`src/rtl/i2m_regs.svh`:
```
/*
  Register offsets, control bit positions, status codes and rate divisors
  for the two-wire master transmitter engine.
  Assumes the includer sits on the special function register port.
*/
`ifndef I2M_REGS_SVH
`define I2M_REGS_SVH
// ==========================================================
// special function register offsets
`define I2M_CTRL_ADDR 8'hd8
`define I2M_STATUS_ADDR 8'hd9
`define I2M_DATA_ADDR 8'hda
// ==========================================================
// control register bit positions
`define I2M_CR2_BIT 7
`define I2M_EN_BIT 6
`define I2M_STA_BIT 5
`define I2M_STO_BIT 4
`define I2M_SI_BIT 3
`define I2M_AA_BIT 2
`define I2M_CR1_BIT 1
`define I2M_CR0_BIT 0
// ==========================================================
// status codes and reset value
`define I2M_CODE_IDLE 8'hf8
`define I2M_CODE_START 8'h08
`define I2M_CODE_RSTART 8'h10
`define I2M_CODE_AW_ACK 8'h18
`define I2M_CODE_AW_NACK 8'h20
`define I2M_CODE_D_ACK 8'h28
`define I2M_CODE_D_NACK 8'h30
`define I2M_CODE_LOST 8'h38
// ==========================================================
// clock division factors per rate code
`define I2M_DIV0 12'd10
`define I2M_DIV1 12'd20
`define I2M_DIV2 12'd30
`define I2M_DIV3 12'd40
`define I2M_DIV4 12'd80
`define I2M_DIV5 12'd120
`define I2M_DIV6 12'd160
`define I2M_T1_SPAN 12'd256
`define I2M_T1_MUL 12'd12
`define I2M_FIFO_DEPTH 16
`endif
```
`src/rtl/i2m_pkg.sv`:
```
/*
  Types shared by the two-wire master engine and its bench.
  Assumes the includer compiles this before any module.
*/
package i2m_pkg;
  // ==========================================================
  // engine phases, gray along start, bits, ack, hold, stop
  typedef enum logic [3:0] {
    I2M_IDLE = 4'h0,
    I2M_START = 4'h1,
    I2M_BIT_LO = 4'h3,
    I2M_BIT_HI = 4'h2,
    I2M_ACK_LO = 4'h6,
    I2M_ACK_HI = 4'h7,
    I2M_HOLD = 4'h5,
    I2M_STOP = 4'h4,
    I2M_WAIT_FREE = 4'hc
  } i2m_phase_t;
  // register port request
  typedef struct packed {
    logic [7:0] addr;
    logic wr;
    logic rd;
    logic [7:0] wdata;
  } i2m_sfr_req_t;
  // open-drain pin drive pair
  typedef struct packed {
    logic scl_oe;
    logic sda_oe;
  } i2m_pins_t;
endpackage : i2m_pkg

```
`src/rtl/i2m_fifo.sv`:
```
/*
  Byte queue between firmware data writes and the serial engine.
  Assumes the drain side pops only while out_valid is high.
*/
`timescale 1ns/1ps
`default_nettype none
module i2m_fifo #(
  parameter int WIDTH = 8,
  parameter int DEPTH = 16,
  parameter int AW = $clog2(DEPTH)
) (
  // clock and reset
  input wire logic core_clk,
  input wire logic rstn,
  // fill side
  input wire logic in_valid,
  output logic in_ready,
  input wire logic [WIDTH-1:0] in_data,
  // drain side
  output logic out_valid,
  input wire logic out_ready,
  output logic [WIDTH-1:0] out_data
);
  typedef struct packed {
    logic [AW-1:0] wp;
    logic [AW-1:0] rp;
    logic [AW:0] cnt;
    logic fresh; // head just written, read data not yet caught up
  } i2m_fq_t;
  i2m_fq_t q, next_q;
  logic push, pop;
  logic [AW-1:0] rd_next;
  // ==========================================================
  // pointer and count update
  always_comb begin
    push = in_valid && in_ready;
    pop = out_valid && out_ready;
    next_q = q;
    rd_next = pop ? AW'(q.rp + 1'b1) : q.rp;
    if (push) begin
      next_q.wp = AW'(q.wp + 1'b1);
    end
    next_q.rp = rd_next;
    next_q.cnt = (AW+1)'(q.cnt + push - pop);
    next_q.fresh = push && (q.wp == rd_next); // stale head hazard
  end
  assign in_ready = (q.cnt != (AW+1)'(DEPTH));
  assign out_valid = (q.cnt > (AW+1)'(1)) ||
                     ((q.cnt == (AW+1)'(1)) && !q.fresh);
  // ==========================================================
  // state register
  always_ff @(posedge core_clk or negedge rstn) begin
    if (!rstn) begin
      q <= '0;
    end else begin
      q <= next_q;
    end
  end
  i2m_mem #(.WIDTH(WIDTH), .DEPTH(DEPTH)) u_mem (
    .core_clk(core_clk),
    .we(push),
    .waddr(q.wp),
    .wdata(in_data),
    .raddr(rd_next),
    .rdata(out_data)
  );
endmodule : i2m_fifo
`default_nettype wire

```
`src/rtl/i2m_master.sv`:
```
/*
  Two-wire bus master transmitter with status code register.
  Assumes the processor reaches registers over a special function
  register port, and open-drain pins are resolved outside.
*/
`timescale 1ns/1ps
`default_nettype none
`include "i2m_regs.svh"
module i2m_master (
  // clock and reset
  input wire logic core_clk,
  input wire logic rstn,
  // register port
  input wire i2m_pkg::i2m_sfr_req_t sfr_req,
  output logic [7:0] sfr_rdata,
  // system side
  input wire logic bus_irq_enable,
  input wire logic [7:0] timer_one_reload,
  output logic bus_irq,
  output logic data_space,
  output logic master_tx_or_rx,
  // open-drain pins
  input wire logic clock_line_pin_in,
  input wire logic data_line_pin_in,
  output i2m_pkg::i2m_pins_t pins_oe,
  output logic clock_line_pin_out,
  output logic data_line_pin_out
);
  import i2m_pkg::*;

  typedef struct packed {
    i2m_phase_t phase;
    logic [1:0] sub; // step inside start or stop
    logic [11:0] div_cnt; // half-period counter
    logic [2:0] bit_cnt;
    logic [7:0] shift;
    logic en;
    logic start_request;
    logic stop_request;
    logic si;
    logic aa;
    logic [2:0] rate;
    logic [7:0] code; // pending state code
    logic [7:0] status; // visible status register
    logic rep; // next start is a repeated one
    logic was_addr; // last byte was an address
    logic lost;
    logic rx_mode;
    i2m_pins_t oe;
    logic irq;
    logic space;
    logic [7:0] rdata;
  } i2m_state_t;

  i2m_state_t s, next_s;
  logic tick; // one half bit period elapsed
  logic fifo_in_ready, fifo_out_valid, fifo_pop, data_wr;
  logic [7:0] fifo_out_data;
  logic [11:0] half;
  logic ctrl_wr, si_clear;

  // ==========================================================
  // rate divisor from code and timer reload
  function automatic logic [11:0] rate_div(input logic [2:0] sel,
                                           input logic [7:0] rl);
    case (sel)
      3'h0: rate_div = `I2M_DIV0;
      3'h1: rate_div = `I2M_DIV1;
      3'h2: rate_div = `I2M_DIV2;
      3'h3: rate_div = `I2M_DIV3;
      3'h4: rate_div = `I2M_DIV4;
      3'h5: rate_div = `I2M_DIV5;
      3'h6: rate_div = `I2M_DIV6;
      default: rate_div = 12'((`I2M_T1_SPAN - {4'h0, rl}) * `I2M_T1_MUL);
    endcase
  endfunction : rate_div

  // ==========================================================
  // byte queue for addresses and data
  assign data_wr = sfr_req.wr && (sfr_req.addr == `I2M_DATA_ADDR);
  i2m_fifo #(.WIDTH(8), .DEPTH(`I2M_FIFO_DEPTH)) u_fifo (
    .core_clk(core_clk),
    .rstn(rstn),
    .in_valid(data_wr),
    .in_ready(fifo_in_ready),
    .in_data(sfr_req.wdata),
    .out_valid(fifo_out_valid),
    .out_ready(fifo_pop),
    .out_data(fifo_out_data)
  );

  // ==========================================================
  // next state
  always_comb begin
    next_s = s;
    fifo_pop = 1'b0;
    ctrl_wr = sfr_req.wr && (sfr_req.addr == `I2M_CTRL_ADDR);
    si_clear = ctrl_wr && !sfr_req.wdata[`I2M_SI_BIT];
    // half period, never under one cycle
    half = rate_div(s.rate, timer_one_reload) >> 1;
    tick = (s.div_cnt == 12'h0);
    next_s.div_cnt = tick ? 12'(half - 12'h1) : 12'(s.div_cnt - 12'h1);
    // firmware clear of the flag; engine sets below win
    if (si_clear) begin
      next_s.si = 1'b0;
    end
    case (s.phase)
      I2M_IDLE: begin
        next_s.div_cnt = 12'h0;
        next_s.oe = '0;
        if (s.en && s.start_request && !s.si && clock_line_pin_in &&
            data_line_pin_in) begin
          next_s.phase = I2M_START;
          next_s.sub = 2'h0;
          next_s.rep = 1'b0;
        end
      end
      I2M_WAIT_FREE: begin
        next_s.oe = '0;
        // bus free once both lines sit high for a half period
        if (!(clock_line_pin_in && data_line_pin_in)) begin
          next_s.div_cnt = 12'(half - 12'h1);
        end else if (tick) begin
          next_s.phase = I2M_START;
          next_s.sub = 2'h0;
          next_s.rep = 1'b0;
        end
      end
      I2M_START: begin
        if (tick) begin
          next_s.sub = 2'(s.sub + 2'h1);
          case (s.sub)
            2'h0: next_s.oe.sda_oe = 1'b0; // release data first
            2'h1: next_s.oe.scl_oe = 1'b0;
            2'h2: next_s.oe.sda_oe = 1'b1; // data falls, clock high
            default: begin
              next_s.oe.scl_oe = 1'b1;
              next_s.code = s.rep ? `I2M_CODE_RSTART
                                  : `I2M_CODE_START;
              next_s.si = 1'b1;
              next_s.phase = I2M_HOLD;
            end
          endcase
        end
      end
      I2M_BIT_LO: begin
        // data settles early in the low phase, never with the clock edge
        next_s.oe.sda_oe = !s.shift[7];
        if (tick) begin
          next_s.oe.scl_oe = 1'b0;
          next_s.phase = I2M_BIT_HI;
        end
      end
      I2M_BIT_HI: begin
        // a slave stretching the clock pauses the count
        if (!clock_line_pin_in) begin
          next_s.div_cnt = s.div_cnt;
        end else if (tick) begin
          if (s.shift[7] && !data_line_pin_in) begin
            // someone else won the line: let go at once
            next_s.oe = '0;
            next_s.lost = 1'b1;
            next_s.code = `I2M_CODE_LOST;
            next_s.si = 1'b1;
            next_s.phase = I2M_HOLD;
          end else begin
            next_s.oe.scl_oe = 1'b1;
            next_s.shift = {s.shift[6:0], 1'b0};
            next_s.bit_cnt = 3'(s.bit_cnt + 3'h1);
            next_s.phase = (s.bit_cnt == 3'h7) ? I2M_ACK_LO : I2M_BIT_LO;
          end
        end
      end
      I2M_ACK_LO: begin
        next_s.oe.sda_oe = 1'b0; // release data early for the ack bit
        if (tick) begin
          next_s.oe.scl_oe = 1'b0;
          next_s.phase = I2M_ACK_HI;
        end
      end
      I2M_ACK_HI: begin
        if (!clock_line_pin_in) begin
          next_s.div_cnt = s.div_cnt;
        end else if (tick) begin
          next_s.oe.scl_oe = 1'b1;
          if (s.was_addr) begin
            next_s.code = data_line_pin_in ? `I2M_CODE_AW_NACK
                                           : `I2M_CODE_AW_ACK;
          end else begin
            next_s.code = data_line_pin_in ? `I2M_CODE_D_NACK
                                           : `I2M_CODE_D_ACK;
          end
          next_s.si = 1'b1;
          next_s.phase = I2M_HOLD;
        end
      end
      I2M_HOLD: begin
        next_s.div_cnt = 12'(half - 12'h1);
        // clock stays pulled low while the flag stands, except after lost arbitration
        next_s.oe.scl_oe = !s.lost;
        if (s.si) begin
          next_s.phase = I2M_HOLD; // nothing moves until cleared
        end else if (s.lost) begin
          next_s.lost = 1'b0;
          next_s.oe = '0;
          next_s.phase = s.start_request ? I2M_WAIT_FREE : I2M_IDLE;
        end else if ((s.code == `I2M_CODE_START) ||
                     (s.code == `I2M_CODE_RSTART)) begin
          // address byte; empty queue stalls with clock held low
          if (fifo_out_valid) begin
            fifo_pop = 1'b1;
            next_s.shift = fifo_out_data;
            next_s.bit_cnt = 3'h0;
            next_s.was_addr = 1'b1;
            next_s.rx_mode = fifo_out_data[0];
            next_s.phase = I2M_BIT_LO;
          end
        end else if (s.stop_request) begin
          next_s.phase = I2M_STOP;
          next_s.sub = 2'h0;
        end else if (s.start_request) begin
          next_s.phase = I2M_START;
          next_s.sub = 2'h0;
          next_s.rep = 1'b1;
        end else if (fifo_out_valid) begin
          fifo_pop = 1'b1;
          next_s.shift = fifo_out_data;
          next_s.bit_cnt = 3'h0;
          next_s.was_addr = 1'b0;
          next_s.phase = I2M_BIT_LO;
        end
      end
      I2M_STOP: begin
        if (tick) begin
          next_s.sub = 2'(s.sub + 2'h1);
          case (s.sub)
            2'h0: next_s.oe.sda_oe = 1'b1; // data low under low clock
            2'h1: next_s.oe.scl_oe = 1'b0;
            default: begin
              next_s.oe.sda_oe = 1'b0; // data rises: stop on the bus
              next_s.stop_request = 1'b0;
              next_s.rx_mode = 1'b0;
              next_s.sub = 2'h0;
              next_s.rep = 1'b0;
              next_s.phase = s.start_request ? I2M_START : I2M_IDLE;
            end
          endcase
        end
      end
      default: begin
        next_s.phase = I2M_IDLE;
        next_s.oe = '0;
      end
    endcase
    // firmware control write; flag bit only clears, never sets
    if (ctrl_wr) begin
      next_s.en = sfr_req.wdata[`I2M_EN_BIT];
      next_s.start_request = sfr_req.wdata[`I2M_STA_BIT];
      next_s.aa = sfr_req.wdata[`I2M_AA_BIT];
      next_s.rate = {sfr_req.wdata[`I2M_CR2_BIT],
                     sfr_req.wdata[`I2M_CR1_BIT],
                     sfr_req.wdata[`I2M_CR0_BIT]};
      if (sfr_req.wdata[`I2M_STO_BIT]) begin
        next_s.stop_request = 1'b1;
      end
    end
    // five code bits over three zero bits
    next_s.status = s.si ? {s.code[7:3], 3'h0}
                         : `I2M_CODE_IDLE;
    next_s.irq = s.si && bus_irq_enable;
    next_s.space = fifo_in_ready;
    if (sfr_req.rd) begin
      case (sfr_req.addr)
        `I2M_CTRL_ADDR: next_s.rdata = {s.rate[2], s.en, s.start_request, s.stop_request,
                                        s.si, s.aa, s.rate[1:0]};
        `I2M_STATUS_ADDR: next_s.rdata = s.status;
        default: next_s.rdata = 8'h0;
      endcase
    end
  end

  // ==========================================================
  // state register
  always_ff @(posedge core_clk or negedge rstn) begin
    if (!rstn) begin
      s <= '0;
      s.phase <= I2M_IDLE;
      s.code <= `I2M_CODE_IDLE;
      s.status <= `I2M_CODE_IDLE;
    end else begin
      s <= next_s;
    end
  end

  // ==========================================================
  // outputs, all from the state register
  assign sfr_rdata = s.rdata;
  assign bus_irq = s.irq;
  assign data_space = s.space;
  assign master_tx_or_rx = s.rx_mode;
  assign pins_oe = s.oe;
  assign clock_line_pin_out = s.rdata[7] & 1'b0; // open drain drives low
  assign data_line_pin_out = s.rdata[7] & 1'b0;
endmodule : i2m_master
`default_nettype wire

```
`src/rtl/i2m_mem.sv`:
```
/*
  Small dual-port memory with registered read data.
  Assumes one clock; read returns the word stored before this edge.
*/
`timescale 1ns/1ps
`default_nettype none
module i2m_mem #(
  parameter int WIDTH = 8,
  parameter int DEPTH = 16,
  parameter int AW = $clog2(DEPTH)
) (
  // clock
  input wire logic core_clk,
  // write port
  input wire logic we,
  input wire logic [AW-1:0] waddr,
  input wire logic [WIDTH-1:0] wdata,
  // read port
  input wire logic [AW-1:0] raddr,
  output logic [WIDTH-1:0] rdata
);
  logic [WIDTH-1:0] cells [DEPTH]; // storage, no reset needed
  // ==========================================================
  // write and registered read
  always_ff @(posedge core_clk) begin
    if (we) begin
      cells[waddr] <= wdata;
    end
    rdata <= cells[raddr];
  end
endmodule : i2m_mem
`default_nettype wire

```
`config.mk`:
```
export PLATFORM = sky130hd
export DESIGN_NAME = i2m_master
export DESIGN_NICKNAME = d
export VERILOG_FILES = /design/src/rtl/i2m_pkg.sv /design/src/rtl/i2m_fifo.sv /design/src/rtl/i2m_master.sv /design/src/rtl/i2m_mem.sv
export VERILOG_INCLUDE_DIRS = /design/src /design/src/rtl
export SDC_FILE = /design/constraint.sdc
export NUM_CORES = 1
export LEC_CHECK = 0
export BUFFER_PORTS_ARGS = -buffer_cell sky130_fd_sc_hd__buf_2
export CAP_MARGIN = 10
export CORE_MARGIN = 2
export CORE_UTILIZATION = 50
export DETAILED_ROUTE_END_ITERATION = 10
export PLACE_DENSITY_LB_ADDON = 0.1
export SETUP_SLACK_MARGIN = 0.02
export SLEW_MARGIN = 20
export SYNTH_ARGS = -nofsm -noshare
export SYNTH_HDL_FRONTEND = slang
export SYNTH_SLANG_ARGS = --single-unit
```
`constraint.sdc`:
```
create_clock -name core_clk -period 4.97 [get_ports core_clk]
set_clock_uncertainty 0.15 [all_clocks]
set_input_delay 0.994 -clock core_clk [delete_from_list [all_inputs] [get_ports core_clk]]
set_output_delay 0.994 -clock core_clk [all_outputs]
set_load 0.03 [all_outputs]
```
==> out/summary.md, run 1 <==
The flow ran to the end, and the final reports show no timing, DRC or antenna violations. The initial core utilization was 50.7%. For this run, the total global-route usage over all layers was measured as 22.5%.

In this run, synthesis inferred 128 flip-flops with an integrated enable. Headroom to the max-slew limit came out at 43.6%. The TritonCTS sink count came out at 211. By count the netlist is led by sky130_fd_sc_hd__nand2_1, sky130_fd_sc_hd__edfxtp_1, sky130_fd_sc_hd__nor2_1.

From left edge to right edge, the die measures 152 microns. sky130_fd_sc_hd__nand2_1 is the most common cell in the netlist. The number of antenna violations at the first check in global routing was 0. The tools report the final net count as 1128. The number of pins exceeding their max-slew limit in the final report came out at 0.

Summed over all cells, the static leakage comes to 4.59 nW. The worst setup path is captured at a flip-flop. Using the TritonRoute via totals, the vias-per-cell ratio works out to 5.89. Counting along the longest clock path gives a buffer depth of 3. The floorplan step defined a die boundary enclosing 23200 sq um. After detailed routing, the average wire length per cell comes to 19.5 microns.

From synthesis to final layout, the design area changed by 10.9%. The mean post-synth cell area was 10.5 sq um; the peak supply drop was 0.286 mV. After layout, the design draws a total of 5.56 mW.

Port buffering added 43 buffers. The hold-fix buffer count after cts came out at 0. For the pin with the worst max-slew slack, the measured transition is 0.843 ns. For this design the ratio of total power to cell area is 456 nW/um^2.

The run gives 76 as the pin count of the biggest net entering global routing. In the post-synthesis netlist, the biggest area contributors are sky130_fd_sc_hd__edfxtp_1, sky130_fd_sc_hd__dfrtp_1, sky130_fd_sc_hd__nand2_1, sky130_fd_sc_hd__ha_1, sky130_fd_sc_hd__nor3b_1. The first global-routing pass estimated 42.0 mm of wire.

The logs give 242 MHz for the highest clock rate and 1910 for the number of fillers in the final layout. The y dimension of the die is 152 microns. The type of the setup path with the least slack was flip-flop to flip-flop. For the insertion delay of the later-clocked pin in the worst-skew pair, the log shows 0.53 ns. The floorplan has 54 rows. The run gives 0.882 as the routability-driven placement congestion ratio. The cell taking the most area after synthesis is sky130_fd_sc_hd__edfxtp_1. Highest fanout seen on the critical path: 32. The critical path launch point type was a flip-flop. The cell area after layout was 12200 sq um; the detailed placement HPWL was 17.8 mm. For the sequential area share after synthesis, the log shows 53.6%. After clock tree synthesis, the clock-pin slew on the worst setup and hold paths is 0.06 ns.

For this run, the leading register cell type out of synthesis is sky130_fd_sc_hd__edfxtp_1. The post-route netlist has 12.1% of its cells at a drive strength greater than 1. The area share of the leading cell type in the synthesized netlist is 35.0%, and the DRC violation count after routing is 0. The detailed router placed 8014 vias in this run. For this run, asynchronously set or reset flops after synthesis account for 35.5%. The tightest min-delay check is of the input port to asynchronous set/reset pin type.

Summed over all failing endpoints, the final setup total negative slack is 0 ns. For this run, the detailed router's first-pass iteration total came to 6. The run gives 1 as the H-tree depth. The shortest period the worst path allows works out to 4.14 ns.

The via count of the first global-routing pass was 7592; the number of buffers created by CTS was 24. The number of different library cells used by synthesis comes to 78. The run gives 26.6 mm as the final wirelength.

Setup repair after global routing left no endpoint under its margin. The synthesized netlist occupies a cell area of 11000 sq um. The data required time of the worst path was 5.20 ns.

The final setup violation count was 0. Yosys printed 0 warnings. Across the run, the number of max-cap violations was 0. The number of resized instances in the post-cts repair step was 0. The run gives 1046 as the post-synthesis cell count. Final hold analysis gives a worst-case slack of 0.199 ns.

46 I/O pins were placed. In this run the post-CTS setup repair buffer count came out at 0. For the number of failing hold endpoints at the final stage, the log shows 0.

TritonCTS built the clock tree. After floorplanning, the core was sized to cover 21700 sq um. The share of the core filled with cells in the final layout was 56.2%; the synthesized flop and latch total was 211. The repair_antennas step left the layout with diodes totalling 0. Summed over all layers, the global routing overflow is 0. The number of antenna-violating nets in the routed design was 0; the arrival time reported for the critical path endpoint was 4.37 ns. The fraction of the cycle the final worst path needs was 83.3%. Clock tree synthesis selected as its root buffer the cell sky130_fd_sc_hd__clkbuf_16. The initial DRC count came out at 500. Standard cell area after detailed placement: 11400 sq um.
area by class of cell:
class                      count  area, sq um  area share, %
sequential                   211         5890           48.3
multi-input combinational    714         4600           37.8
clock inverter                 9          119          0.975
timing repair buffer          62          393           3.22
tap                          280          350           2.87
inverter                      50          189           1.55
clock buffer                  35          642           5.27
routing by layer:
metal / GRT usage (%) / vias up / share of wire [%]
met5: 0 / - / 0
li1: - / 3861 / -
met1: 31.6 / 3957 / 46
met3: 3.33 / 31 / 4.3
met4: 4.81 / 0 / 1.7
met2: 37.4 / 165 / 48
flip-flops by register name, indices dropped and copies added, names as in the netlist:
| register | count |
|---|---|
| data_space | 1 |
| master_tx_or_rx | 1 |
| bus_irq | 1 |
| u_fifo.u_mem.cells | 128 |
| s | 48 |
| u_fifo.u_mem.rdata | 8 |
| pins_oe | 2 |
| sfr_rdata | 8 |
| u_fifo.q | 14 |
placed cells by master, fill, tap and decap left out, types with 13 or more instances in the layout:
| cell type | Yosys | routed |
|---|---|---|
| sky130_fd_sc_hd__edfxtp_1 | 128 | 128 |
| sky130_fd_sc_hd__nand2b_1 | 15 | 15 |
| sky130_fd_sc_hd__o21ai_0 | 58 | 58 |
| sky130_fd_sc_hd__xnor2_1 | 25 | 25 |
| sky130_fd_sc_hd__a31oi_1 | 13 | 13 |
| sky130_fd_sc_hd__buf_2 | 13 | 42 |
| sky130_fd_sc_hd__dfrtp_1 | 67 | 67 |
| sky130_fd_sc_hd__nand3_1 | 19 | 19 |
| sky130_fd_sc_hd__inv_1 | 47 | 47 |
| sky130_fd_sc_hd__a21oi_1 | 44 | 44 |
| sky130_fd_sc_hd__a311oi_1 | 34 | 34 |
| sky130_fd_sc_hd__ha_1 | 32 | 32 |
| sky130_fd_sc_hd__nor2_1 | 72 | 72 |
| sky130_fd_sc_hd__nor3_1 | 21 | 20 |
| sky130_fd_sc_hd__buf_4 | 13 | 18 |
| sky130_fd_sc_hd__nor3b_1 | 40 | 40 |
| sky130_fd_sc_hd__clkbuf_16 | 0 | 24 |
| sky130_fd_sc_hd__nand2_1 | 141 | 141 |
| sky130_fd_sc_hd__a211oi_1 | 33 | 33 |
critical path, cell delays in order (launching register included):
cell	delay [ns]
sky130_fd_sc_hd__dfrtp_1	0.35
sky130_fd_sc_hd__inv_1	0.08
sky130_fd_sc_hd__ha_1	0.21
sky130_fd_sc_hd__nor4bb_1	0.14
sky130_fd_sc_hd__a211oi_1	0.64
sky130_fd_sc_hd__or3_4	0.28
sky130_fd_sc_hd__nand2b_4	0.15
sky130_fd_sc_hd__clkinv_2	0.19
sky130_fd_sc_hd__a21boi_4	0.26
sky130_fd_sc_hd__buf_4	0.44
sky130_fd_sc_hd__nor3b_1	0.11
sky130_fd_sc_hd__a211oi_1	0.29
sky130_fd_sc_hd__a311oi_1	0.11
sky130_fd_sc_hd__or4_1	0.60
logic make-up after synthesis:
kind of cell    synth area share, %
simple gates                   17.3
compound gates                 15.2
flops                          53.6
buf+inv                        4.90
xor+xnor                       2.86
fa+ha+maj                      4.01
mux                            2.14
other cells                  0.0341
stage by stage:
| step | std cells | worst slack (ns) |
|---|---|---|
| 3_5_place_dp | 1316 | 0.623 |
| 4_1_cts | 1360 | 0.780 |
| 5_1_grt | 1361 | 0.583 |
| 2_1_floorplan | 1047 | 0.928 |
| 6_report | 1361 | 0.830 |
| 3_3_place_gp | 1316 | 0.693 |
power by group:
| part | internal (mW) | leakage [nW] | switching, mW |
|---|---|---|---|
| Combinational | 0.610 | 2.07 | 1.04 |
| Sequential | 2.07 | 2.16 | 0.134 |
| Clock | 1.01 | 0.361 | 0.698 |
| Total | 3.69 | 4.59 | 1.87 |
worst paths after layout:
path / startpoint / end / slack [ns] / depth (start not counted)
max: u_fifo.q[3] / u_fifo.u_mem.rdata[6] / 0.83 / 13
min: rstn / s[58] / 0.20 / 1
max reg2reg: u_fifo.q[3] / u_fifo.u_mem.rdata[6] / 0.83 / 13
min reg2reg: u_fifo.u_mem.rdata[2] / s[42] / 0.30 / 2
max in group asynchronous: rstn / s[22] / 3.85 / 2
min in group core_clk: u_fifo.u_mem.rdata[2] / s[42] / 0.30 / 2
(Power assumes the default switching activity.)
==> inputs of run 2 (changes only) <==
clock period = 4.3 ns   (was 4.97 ns; I/O delays follow)
==> run 2 against run 1 <==
Utilization is 0.87 points higher. Clock-buffer cell count is 3 lower. Critical path depth is 3 higher. Critical endpoint is now u_fifo.u_mem.rdata[2]. Largest cell class unchanged. Power is 16% higher. Wire length is 1.0% lower.
==> out/summary.md, run 2 (synthesis results as in run 1) <==
The routing layer with the top usage in global route is met2 (unchanged). The run gives 0.52 ns (was 0.53 ns) as the insertion delay of the later-clocked pin in the worst-skew pair. The critical path launch point type is a flip-flop (unchanged).

The type of the most critical hold path is input port to asynchronous set/reset pin (unchanged). The run gives 1335 (was 1316) as the number of instances in the placed design. The total number of placement rows is 54 (unchanged). For the number of antenna-violating nets in the routed design, the log shows 0 (unchanged).

TritonCTS built the clock tree. Worst slack at placement: 0.101 ns (was 0.623 ns). The number of antenna violations at the first check in global routing was 0 (unchanged); the TritonCTS sink count was 211 (unchanged).

The total power per unit cell area is 523 nW/um^2 (was 456 nW/um^2), and the least setup slack across all paths after layout is 0.391 ns (was 0.830 ns). The hold-fix buffer count after cts was 0 (unchanged). The routed length per instance is 19.1 microns (was 19.5 microns), and the horizontal die dimension is 152 microns (unchanged).

The run finished with clean final reports. The slowest cell on the critical path is sky130_fd_sc_hd__or4_1 (was sky130_fd_sc_hd__a211oi_1). The run gives 4.73 nW (was 4.59 nW) as the total leakage power. The tools report the met3 global-route usage as 2.84% (was 3.33%). The peak supply drop was 0.320 mV (was 0.286 mV); the wire length of the first global-routing pass was 42.3 mm (was 42.0 mm). The maximum buffer depth of the clock tree was 3 (unchanged). The type of the setup path with the least slack is flip-flop to flip-flop (unchanged). The detailed placement HPWL was 18.1 mm (was 17.8 mm).

The H-tree depth was 1 (unchanged); the final net count was 1146 (was 1128). The tools report the global-route met2 utilization as 37.8% (was 37.4%). Cell at the root of the clock tree: sky130_fd_sc_hd__clkbuf_16 (unchanged). The number of setup buffers added after CTS was 0 (unchanged). The fraction of the cycle the final worst path needs was 90.9% (was 83.3%).

The clock transition time at the flip-flop clock pins of the worst setup and hold paths came out at 0.06 ns (about the same). Number of buffers inserted by port buffering: 43 (unchanged). The tools report the final wirelength as 26.3 mm (was 26.6 mm). Data required time of the worst path: 4.52 ns (was 5.20 ns). For the DRC violation count after routing, the log shows 0 (unchanged).

The highest fanout seen on the critical path is 22 (was 32). The met1 routing resource usage after global routing was 31.4% (was 31.6%); the synthesis-to-finish area growth was 12.6% (was 10.9%). The y dimension of the die was 152 microns (unchanged); the total negative setup slack was 0 ns (unchanged).

The run gives 0 (unchanged) as the final setup violation count. The initial DRC count came out at 514 (was 500). The number of resized instances in the post-cts repair step is 0 (unchanged), and the final total power is 6.47 mW (was 5.56 mW).

The arrival time reported for the critical path endpoint is 4.13 ns (was 4.37 ns), and the critical path buffer and inverter count is 6 (was 3). The number of failing hold endpoints at the final stage was 0 (unchanged). Series of cell instances along the critical path: inv_1 -> ha_1 -> nor4bb_1 -> a211oi_1 -> or3_4 -> nand2b_4 -> clkinv_2 -> a21boi_4 -> buf_12 -> nor2_8 -> inv_2 -> buf_4 -> buf_4 -> a211oi_1 -> a311oi_1 -> or4_1 (was inv_1 -> ha_1 -> nor4bb_1 -> a211oi_1 -> or3_4 -> nand2b_4 -> clkinv_2 -> a21boi_4 -> buf_4 -> nor3b_1 -> a211oi_1 -> a311oi_1 -> or4_1).

The number of flip-flops under the largest register name came out at 128 (unchanged). The pin count of the biggest net entering global routing came out at 76 (unchanged). The run gives 0 (unchanged) as the residual overflow from global routing.

The fraction of final layout cells with drive strength greater than 1 was 14.1% (was 12.1%); the count of inserted antenna diode cells was 0 (unchanged). Worst slew margin relative to its limit: 46.8% (was 43.6%). The number of buffers created by CTS is 23 (was 24). Sort of element at the end of the critical path: a flip-flop (unchanged). The core region area was 21700 sq um (unchanged). Setup repair after global routing left no endpoint under its margin.

For the total track usage, the log shows 22.5% (about the same). Most common cell after layout, fill and taps aside: sky130_fd_sc_hd__nand2_1 (unchanged). Largest registers: u_fifo.u_mem.cells x128, s x48, u_fifo.q x14 (unchanged). The highest clock rate was 256 MHz (was 242 MHz); the highest cell delay on the worst timing path was 0.57 ns (was 0.64 ns). The average via count per standard cell was 5.82 (was 5.89). The tools report the number of non-filler instances in the completed layout as 1378 (was 1361). The max-capacitance violation count was 0 (unchanged); the via count of the first global-routing pass was 7739 (was 7592).

The number of pins exceeding their max-slew limit in the final report is 0 (unchanged). The top register by number of flip-flops was u_fifo.u_mem.cells (unchanged). The shortest period the worst path allows was 3.91 ns (was 4.14 ns). The kind of cell adding the most delay to the critical path was simple AND/OR/NAND/NOR gates (was compound AO/OA/AOI/OAI gates). Top library cells by usage in the layout, fill and taps aside: sky130_fd_sc_hd__nand2_1, sky130_fd_sc_hd__edfxtp_1, sky130_fd_sc_hd__nor2_1, sky130_fd_sc_hd__dfrtp_1, sky130_fd_sc_hd__o21ai_0 (unchanged). The logs give 46 (unchanged) for the I/O pin count and 8016 (was 8014) for the via total after detailed routing.

The actual transition at the worst max-transition pin is 0.795 ns (was 0.843 ns), and the die area is 23200 sq um (unchanged). The first-pass iteration count of the detailed router was 5 (was 6). The tools report the initial core utilization as 50.7% (unchanged). The routability-driven placement congestion ratio came out at 0.878 (was 0.882).
-- run 2: where the power goes --
group / total [mW] / switching, mW / internal [mW]
clock network: 2.02 / 0.792 / 1.23
registers: 2.55 / 0.157 / 2.39
logic: 1.90 / 1.17 / 0.726
total: 6.47 / 2.12 / 4.35
-- run 2: routing by layer --
| metal | part of all wire, % | vias up |
|---|---|---|
| li1 | - | 3900 |
| met2 | 48 | 195 |
| met1 | 45 | 3885 |
| met5 | 0 | - |
| met4 | 1.9 | 0 |
| met3 | 4.4 | 36 |
-- run 2: per-stage QoR --
stage	cell area (sq um)	utilization (%)	hold slack [ns]
3_5_place_dp	11600	53.4	0.292
6_report	12400	57.1	0.142
4_1_cts	12400	57.0	0.301
3_3_place_gp	11600	53.4	0.288
5_1_grt	12400	57.1	0.159
2_1_floorplan	11000	-	0.279
-- run 2: path summary, 6_finish.rpt --
| path | cells after the start | slack (ns) | start | end |
|---|---|---|---|---|
| worst max-delay path | 16 | 0.39 | u_fifo.q[3] | u_fifo.u_mem.rdata[2] |
| worst min register to register | 2 | 0.30 | u_fifo.u_mem.rdata[2] | s[42] |
| max in group asynchronous | 2 | 3.21 | rstn | s[21] |
| worst min-delay path | 1 | 0.14 | rstn | s[58] |
| worst max register to register | 16 | 0.39 | u_fifo.q[3] | u_fifo.u_mem.rdata[2] |
| min in group core_clk | 2 | 0.30 | u_fifo.u_mem.rdata[2] | s[42] |
-- run 2: layout make-up --
cell class / instances / area [sq um]
clock inverters: 10 / 143
fillers: 1826 / 9310
repair buffers: 81 / 566
inverters: 50 / 189
clock buffers: 32 / 639
well taps: 280 / 350
flip-flops and latches: 211 / 5890
multi-input cells: 714 / 4600
